==> src/dpsc_pkg.sv <==
// Behaviour
// - fixed control word bit layout
// - address bits pick input registers
// - control bits transfer on chip-select rise
// - all-zero address and control is NOP
// - zero control loads input registers only
// - unaddressed input register keeps its contents
// - input-select bit picks control input
// - force-type bit picks voltage or current
// - measure-type bit picks current or voltage
// - force float bit low floats driver
// - range decode, code 110 selects external
// - clamp bit enables force clamps
// - measure drives only when bit and pin high
// - serial out from last stage, falling edge
// - first bit out 15.5 clocks later
// - chip-select pulse without clocks loads both
// - comparator enable bit low floats both flags
// - flags pull low outside threshold window
// - load pin low copies input to unit
// - data latched while load low passes through
// - outputs float after power-up
package dpsc_pkg;
   localparam int WORD_W       = 16;
   localparam int UNITS        = 2;
   localparam int SYNC_W       = 10;
   localparam int B_IN_SEL     = 15;
   localparam int B_FORCE_TYPE = 14;
   localparam int B_MEAS_TYPE  = 13;
   localparam int B_RANGE_HI   = 12;
   localparam int B_RANGE_LO   = 10;
   localparam int B_CLAMP      = 9;
   localparam int B_FORCE_FLT  = 8;
   localparam int B_MEAS_FLT   = 7;
   localparam int B_CMP_EN     = 6;
   localparam int B_ADDR_LO    = 2;
   localparam int B_XFER_LO    = 0;
   localparam logic [15:0] WORD_RST  = 16'h0000;
   localparam logic [2:0]  RANGE_EXT = 3'h6;
   // pins idle: chip select and load high, serial clock low
   localparam logic [SYNC_W-1:0] SYNC_RST = 10'h009;

   typedef enum logic [2:0] {
      RNG_2UA,
      RNG_20UA,
      RNG_200UA,
      RNG_2MA,
      RNG_25MA,
      RNG_EXT
   } dpsc_range_e;

   function automatic dpsc_range_e dpsc_range(input logic [2:0] code);
      unique case (code)
         3'h0, 3'h1: dpsc_range = RNG_2UA;
         3'h2:       dpsc_range = RNG_20UA;
         3'h3:       dpsc_range = RNG_200UA;
         3'h4:       dpsc_range = RNG_2MA;
         3'h6:       dpsc_range = RNG_EXT;
         default:    dpsc_range = RNG_25MA;
      endcase
   endfunction
endpackage

==> src/dpsc_serial_ctrl.sv <==
`timescale 1ns/1ps
module dpsc_serial_ctrl
   import dpsc_pkg::*;
(
   input  wire logic             i_clk,
   input  wire logic             i_reset,
   input  wire logic             i_cs_n,
   input  wire logic             i_sclk,
   input  wire logic             i_din,
   input  wire logic             i_load_n,
   input  wire logic [UNITS-1:0] i_measure_float_pin_n,
   input  wire logic [UNITS-1:0] i_above_upper,
   input  wire logic [UNITS-1:0] i_below_lower,
   output logic                  o_dout,
   output logic [UNITS-1:0]      o_input_select_bit,
   output logic [UNITS-1:0]      o_force_current,
   output logic [UNITS-1:0]      o_measure_voltage,
   output logic [2:0]            o_range_a,
   output logic [2:0]            o_range_b,
   output logic                  o_ext_range_sel_a,
   output logic                  o_ext_range_sel_b,
   output logic [UNITS-1:0]      o_clamp_on,
   output logic [UNITS-1:0]      o_force_drive,
   output logic [UNITS-1:0]      o_measure_drive,
   output logic [UNITS-1:0]      o_over_limit_flag_n,
   output logic [UNITS-1:0]      o_over_limit_oe_n,
   output logic [UNITS-1:0]      o_under_limit_flag_n,
   output logic [UNITS-1:0]      o_under_limit_oe_n
);

   // pin synchronisers; meta_q is read only by sync_q
   logic [SYNC_W-1:0] meta_q;
   logic [SYNC_W-1:0] sync_q;
   logic              sclk_prev_q;
   logic              cs_prev_q;

   always_ff @(posedge i_clk) begin
      if (i_reset) begin
         meta_q      <= SYNC_RST;
         sync_q      <= SYNC_RST;
         sclk_prev_q <= 1'b0;
         cs_prev_q   <= 1'b1;
      end else begin
         meta_q      <= {i_below_lower, i_above_upper, i_measure_float_pin_n,
                         i_load_n, i_din, i_sclk, i_cs_n};
         sync_q      <= meta_q;
         sclk_prev_q <= sync_q[1];
         cs_prev_q   <= sync_q[0];
      end
   end

   logic             cs_n_s;
   logic             sclk_s;
   logic             din_s;
   logic             load_n_s;
   logic [UNITS-1:0] mflt_s;
   logic [UNITS-1:0] above_s;
   logic [UNITS-1:0] below_s;
   logic             sclk_rise;
   logic             sclk_fall;
   logic             cs_rise;

   assign cs_n_s    = sync_q[0];
   assign sclk_s    = sync_q[1];
   assign din_s     = sync_q[2];
   assign load_n_s  = sync_q[3];
   assign mflt_s    = sync_q[5:4];
   assign above_s   = sync_q[7:6];
   assign below_s   = sync_q[9:8];
   assign sclk_rise = sclk_s & ~sclk_prev_q;
   assign sclk_fall = ~sclk_s & sclk_prev_q;
   assign cs_rise   = cs_n_s & ~cs_prev_q;

   // serial shift register, MSB first
   logic [WORD_W-1:0] shift_q;
   logic              active_q;

   always_ff @(posedge i_clk) begin
      if (i_reset) begin
         shift_q <= WORD_RST;
      end else if (!cs_n_s && sclk_rise) begin
         shift_q <= {shift_q[WORD_W-2:0], din_s};
      end
   end

   // clock activity seen in this frame; cleared as the frame opens
   // an edge in the opening cycle still counts, so set wins
   always_ff @(posedge i_clk) begin
      if (i_reset) begin
         active_q <= 1'b0;
      end else if (!cs_n_s && (sclk_rise || sclk_fall)) begin
         active_q <= 1'b1;
      end else if (cs_prev_q && !cs_n_s) begin
         active_q <= 1'b0;
      end
   end

   // daisy-chain output; the next device samples it on the next rise
   logic dout_q;

   always_ff @(posedge i_clk) begin
      if (i_reset) begin
         dout_q <= 1'b0;
      end else if (sclk_fall) begin
         dout_q <= shift_q[WORD_W-1];
      end
   end

   assign o_dout = dout_q;

   // two-rank registers
   logic [WORD_W-1:0] in_q   [UNITS];
   logic [WORD_W-1:0] unit_q [UNITS];
   logic [WORD_W-1:0] in_d   [UNITS];
   logic [UNITS-1:0]  addr;
   logic [UNITS-1:0]  xfer;
   logic [UNITS-1:0]  in_ld;
   logic [UNITS-1:0]  unit_ld;

   assign addr = shift_q[B_ADDR_LO+1:B_ADDR_LO];
   assign xfer = shift_q[B_XFER_LO+1:B_XFER_LO];

   always_comb begin
      for (int u = 0; u < UNITS; u++) begin
         in_ld[u]   = cs_rise && active_q && addr[u];
         in_d[u]    = in_ld[u] ? shift_q : in_q[u];
         unit_ld[u] = !load_n_s
                      || (cs_rise && !active_q)
                      || (cs_rise && xfer[u]);
      end
   end

   // all-zero reset word floats force, measure and comparators
   always_ff @(posedge i_clk) begin
      for (int u = 0; u < UNITS; u++) begin
         if (i_reset) begin
            in_q[u]   <= WORD_RST;
            unit_q[u] <= WORD_RST;
         end else begin
            in_q[u] <= in_d[u];
            if (unit_ld[u]) begin
               unit_q[u] <= in_d[u];
            end
         end
      end
   end

   // decoded unit controls
   logic [UNITS-1:0] force_on;
   logic [UNITS-1:0] meas_on;
   logic [UNITS-1:0] cmp_on;
   logic [UNITS-1:0] clamp_on;

   always_comb begin
      for (int u = 0; u < UNITS; u++) begin
         force_on[u] = unit_q[u][B_FORCE_FLT];
         meas_on[u]  = unit_q[u][B_MEAS_FLT] & mflt_s[u];
         cmp_on[u]   = unit_q[u][B_CMP_EN];
         clamp_on[u] = unit_q[u][B_CLAMP];
      end
   end

   logic [UNITS-1:0] in_sel_q;
   logic [UNITS-1:0] force_i_q;
   logic [UNITS-1:0] meas_v_q;
   logic [UNITS-1:0] clamp_q;
   logic [UNITS-1:0] force_drv_q;
   logic [UNITS-1:0] meas_drv_q;

   always_ff @(posedge i_clk) begin
      if (i_reset) begin
         in_sel_q    <= 2'h0;
         force_i_q   <= 2'h0;
         meas_v_q    <= 2'h0;
         clamp_q     <= 2'h0;
         force_drv_q <= 2'h0;
         meas_drv_q  <= 2'h0;
      end else begin
         for (int u = 0; u < UNITS; u++) begin
            in_sel_q[u]  <= unit_q[u][B_IN_SEL];
            force_i_q[u] <= unit_q[u][B_FORCE_TYPE];
            meas_v_q[u]  <= unit_q[u][B_MEAS_TYPE];
         end
         clamp_q     <= clamp_on;
         force_drv_q <= force_on;
         meas_drv_q  <= meas_on;
      end
   end

   assign o_input_select_bit = in_sel_q;
   assign o_force_current    = force_i_q;
   assign o_measure_voltage  = meas_v_q;
   assign o_clamp_on         = clamp_q;
   assign o_force_drive      = force_drv_q;
   assign o_measure_drive    = meas_drv_q;

   // range decode
   dpsc_range_e range_a_q;
   dpsc_range_e range_b_q;
   logic        ext_a_q;
   logic        ext_b_q;

   always_ff @(posedge i_clk) begin
      if (i_reset) begin
         range_a_q <= RNG_2UA;
         range_b_q <= RNG_2UA;
         ext_a_q   <= 1'b0;
         ext_b_q   <= 1'b0;
      end else begin
         range_a_q <= dpsc_range(unit_q[0][B_RANGE_HI:B_RANGE_LO]);
         range_b_q <= dpsc_range(unit_q[1][B_RANGE_HI:B_RANGE_LO]);
         ext_a_q   <= unit_q[0][B_RANGE_HI:B_RANGE_LO] == RANGE_EXT;
         ext_b_q   <= unit_q[1][B_RANGE_HI:B_RANGE_LO] == RANGE_EXT;
      end
   end

   assign o_range_a         = range_a_q;
   assign o_range_b         = range_b_q;
   assign o_ext_range_sel_a = ext_a_q;
   assign o_ext_range_sel_b = ext_b_q;

   // open-drain flags: level is always low, enable decides
   logic [UNITS-1:0] over_oe_n_q;
   logic [UNITS-1:0] under_oe_n_q;
   logic [UNITS-1:0] flag_lvl_q;

   always_ff @(posedge i_clk) begin
      if (i_reset) begin
         over_oe_n_q  <= 2'h3;
         under_oe_n_q <= 2'h3;
         flag_lvl_q   <= 2'h0;
      end else begin
         over_oe_n_q  <= ~(cmp_on & above_s);
         under_oe_n_q <= ~(cmp_on & below_s);
         flag_lvl_q   <= 2'h0;
      end
   end

   assign o_over_limit_flag_n  = flag_lvl_q;
   assign o_under_limit_flag_n = flag_lvl_q;
   assign o_over_limit_oe_n    = over_oe_n_q;
   assign o_under_limit_oe_n   = under_oe_n_q;
endmodule

==> config.mk <==
export PLATFORM = sky130hd
export DESIGN_NAME = dpsc_serial_ctrl
export DESIGN_NICKNAME = d
export VERILOG_FILES = /design/src/dpsc_pkg.sv /design/src/dpsc_serial_ctrl.sv
export SDC_FILE = /design/constraint.sdc
export NUM_CORES = 1
export LEC_CHECK = 0
export BUFFER_PORTS_ARGS = -buffer_cell sky130_fd_sc_hd__buf_2
export CELL_PAD_IN_SITES_DETAIL_PLACEMENT = 0
export CELL_PAD_IN_SITES_GLOBAL_PLACEMENT = 1
export CORE_ASPECT_RATIO = 0.7
export CORE_MARGIN = 2
export CORE_UTILIZATION = 48
export DETAILED_ROUTE_END_ITERATION = 6
export PLACE_DENSITY_LB_ADDON = 0.1
export SYNTH_ARGS = -nofsm -noshare
export SYNTH_HDL_FRONTEND = slang
export SYNTH_SLANG_ARGS = --single-unit
==> constraint.sdc <==
create_clock -name i_clk -period 2.9 [get_ports i_clk]
set_input_delay 0.145 -clock i_clk [delete_from_list [all_inputs] [get_ports i_clk]]
set_output_delay 0.145 -clock i_clk [all_outputs]
set_load 0.01 [all_outputs]
==> results.json <==
{
  "status": "complete, no violations",
  "first_pass_iters": 4,
  "setup_violations": 0,
  "core_um2": 7190,
  "vdd_ir_drop_max_mv": 0.289,
  "synth_top_area_frac": 0.477,
  "cellPowerDensity_nw_per_um2": 614,
  "syn2layout_area_growth_pct": 14.1,
  "antenna_found_initial": 0,
  "endpoint_kind": "flop",
  "drc": 0,
  "floorplan.initialDensity": 0.490,
  "numCtsBuffers": 9,
  "p_leak_uw": 0.00165,
  "diodes": 0,
  "grt_pass1_wl_um": 9390,
  "grt_max_degree": 78,
  "die_y_um": 75.7,
  "tightest_slew_ns": 0.583,
  "netlist_instances": 317,
  "max_slew_margin": 0.611,
  "hp-class": "input port to flop",
  "timing.rr.end": "unit_q[0][7]$_SDFFCE_PN0P_",
  "whs_path_depth": 2,
  "cts_resized": 0,
  "synth_cell_type_count": 26,
  "fin_skew_ns": 0.0104,
  "numPortBuffers": 36,
  "critPathKind": "flop to flop",
  "path_max_fanout": 10,
  "async_reset_ff_frac": 0,
  "synth-edff-count": 20,
  "synth_area_um2": 3520,
  "cp.arrival_ns": 1.54,
  "avgSynthCellArea_um2": 11.1,
  "ys_seq_area_frac": 0.648,
  "yosys_warnings": 0,
  "wl_per_cell_um": 12.4,
  "worstPathRequired_ns": 2.99,
  "die_area_um2": 8050,
  "fin_nets": 372,
  "clock.fmax_ghz": 0.691,
  "ys_ff_latch": 104,
  "cp-start-kind": "flop",
  "h-tree-depth": 3,
  "avgViaCountPerCell": 4.62,
  "ios": 41,
  "layout_commonest_cell": "dfxtp_1",
  "gr-usage-all-layers": 0.157,
  "dpl.hpwl_um": 3740,
  "cts.clk_slew.worst_paths_ns": 0.09,
  "vias": 2129,
  "rrSetupSlack_ns": 1.45,
  "synthFlopType": "dfxtp_1",
  "fin_crit_sh": 0.499,
  "dr.first_iter.drc_count": 112,
  "min_to": "meta_q[2]$_SDFF_PP0_",
  "synth_area_leaders": "dfxtp_1 (48%), edfxtp_1 (17%), mux2i_1 (6.0%)",
  "maxSlewViolCount": 0,
  "rr_startpoint": "sync_q[0]$_SDFF_PP1_",
  "clock_latency_ns": 0.36,
  "timing.hold.ws_ns": 0.0302,
  "rows": 26,
  "dieWidth_um": 106,
  "maxCapViolations": 0,
  "ant_nets": 0,
  "post_dp_cell_area_um2": 3750,
  "most-common-layout-cells": "dfxtp_1 (84), nand2_1 (45), buf_2 (36)",
  "wl_um": 5730,
  "grt_pass1_vias": 1831,
  "min_period_ns": 1.45,
  "globalRouteOverflowTotal": 0,
  "clk_path_buf_depth": 2,
  "finalSetupTns_ns": 0,
  "clock_sinks": 104,
  "drive_gt1_frac": 0.196,
  "gp_congestion": 0.729,
  "final_area_um2": 4020,
  "hold_viol_final": 0,
  "reg2reg_depth": 4,
  "yosys.area.top_type": "dfxtp_1",
  "min_from": "i_din",
  "clockRootBuffer": "clkbuf_8",
  "rsz0062_at_grt": "false",
  "cts_tree": "done"
}
[layer usage]
metal,vias to the layer above,wire length [um],track usage
met1,951,3300,0.247
met5,-,0,0
met2,51,2090,0.197
li1,1121,-,-
met3,6,275,0.0513
met4,0,61,0.0526
[area by class of cell]
| type | count | area, um2 |
|---|---|---|
| sequential | 104 | 2280 |
| fill | 631 | 3170 |
| clock inverter | 6 | 62.6 |
| multi-input combinational | 193 | 1110 |
| inverter | 2 | 7.51 |
| clock buffer | 10 | 128 |
| tap | 98 | 123 |
| timing repair buffer | 48 | 303 |
[synth_stat cells (3+ instances only)]
cell,count
nor2b_1,30
a21oi_2,10
buf_4,5
edfxtp_1,20
nand2b_1,3
clkbuf_1,4
buf_6,3
nor3_1,23
or2_2,3
a21oi_1,9
mux2i_1,21
dfxtp_1,84
buf_2,9
nor2_1,30
nand2_1,45
[state kept, by name, indices dropped and copies added (netlist names), 2 cells and up]
| name | flops |
|---|---|
| o_measure_voltage | 2 |
| o_over_limit_oe_n | 2 |
| o_force_drive | 2 |
| o_range_b | 3 |
| o_force_current | 2 |
| shift_q | 16 |
| sync_q | 10 |
| meta_q | 10 |
| o_measure_drive | 2 |
| o_input_select_bit | 2 |
| o_clamp_on | 2 |
| in_q | 20 |
| o_under_limit_oe_n | 2 |
| unit_q | 20 |
| o_range_a | 3 |
[worst max-delay path: stages (launching register included)]
cell and delay (ns):
dfxtp_1 0.45, nand4b_1 0.11, buf_4 0.21, mux2i_1 0.32
nor3_1 0.10
[through the flow]
step	utilization	setup WS, ns	cells	total power (uW)
final	0.559	1.45	461	2470
after detailed placement	0.521	1.44	437	1650
after floorplan	-	1.68	320	1620
after CTS	0.559	1.46	461	2500
after global placement	0.521	1.47	437	1650
after global routing	0.559	1.37	461	2570
[power breakdown]
part / switching [uW] / internal [uW] / total, uW / leakage [uW]
logic: 60.4 / 41.9 / 102 / 0.000660
clock network: 507 / 335 / 842 / 0.0000961
registers: 13.9 / 1510 / 1520 / 0.000896
[kinds of logic (layout without fill, tap and decap cells)]
kind of cell	Yosys count	in the layout	share of synthesized area
flops	104	104	0.648
fa+ha+maj	2	2	0.00710
buf+inv	23	66	0.0394
compound gates	21	21	0.0440
other cells	1	4	0.00106
simple gates	145	145	0.201
mux	21	21	0.0597
[timing repair]
item / 4_1_cts / 5_1_grt
setup buffers: 0 / 0
endpoints found under the hold margin: 8 / 0
hold buffers: 8 / 0
[worst max-delay path by stage]
stage	startpoint	to	slack, ns
CTS	sync_q[0]$_SDFF_PP1_	unit_q[0][7]$_SDFFCE_PN0P_	1.46
finish	sync_q[0]$_SDFF_PP1_	unit_q[0][7]$_SDFFCE_PN0P_	1.45
detailed placement	i_reset	unit_q[0][11]$_SDFFCE_PN0P_	1.44
global route	sync_q[0]$_SDFF_PP1_	unit_q[0][12]$_SDFFCE_PN0P_	1.37
floorplan	sync_q[0]$_SDFF_PP1_	unit_q[0][10]$_SDFFCE_PN0P_	1.68
global placement	i_reset	unit_q[0][10]$_SDFFCE_PN0P_	1.47
Note: power is estimated with default switching activity, not from simulation.
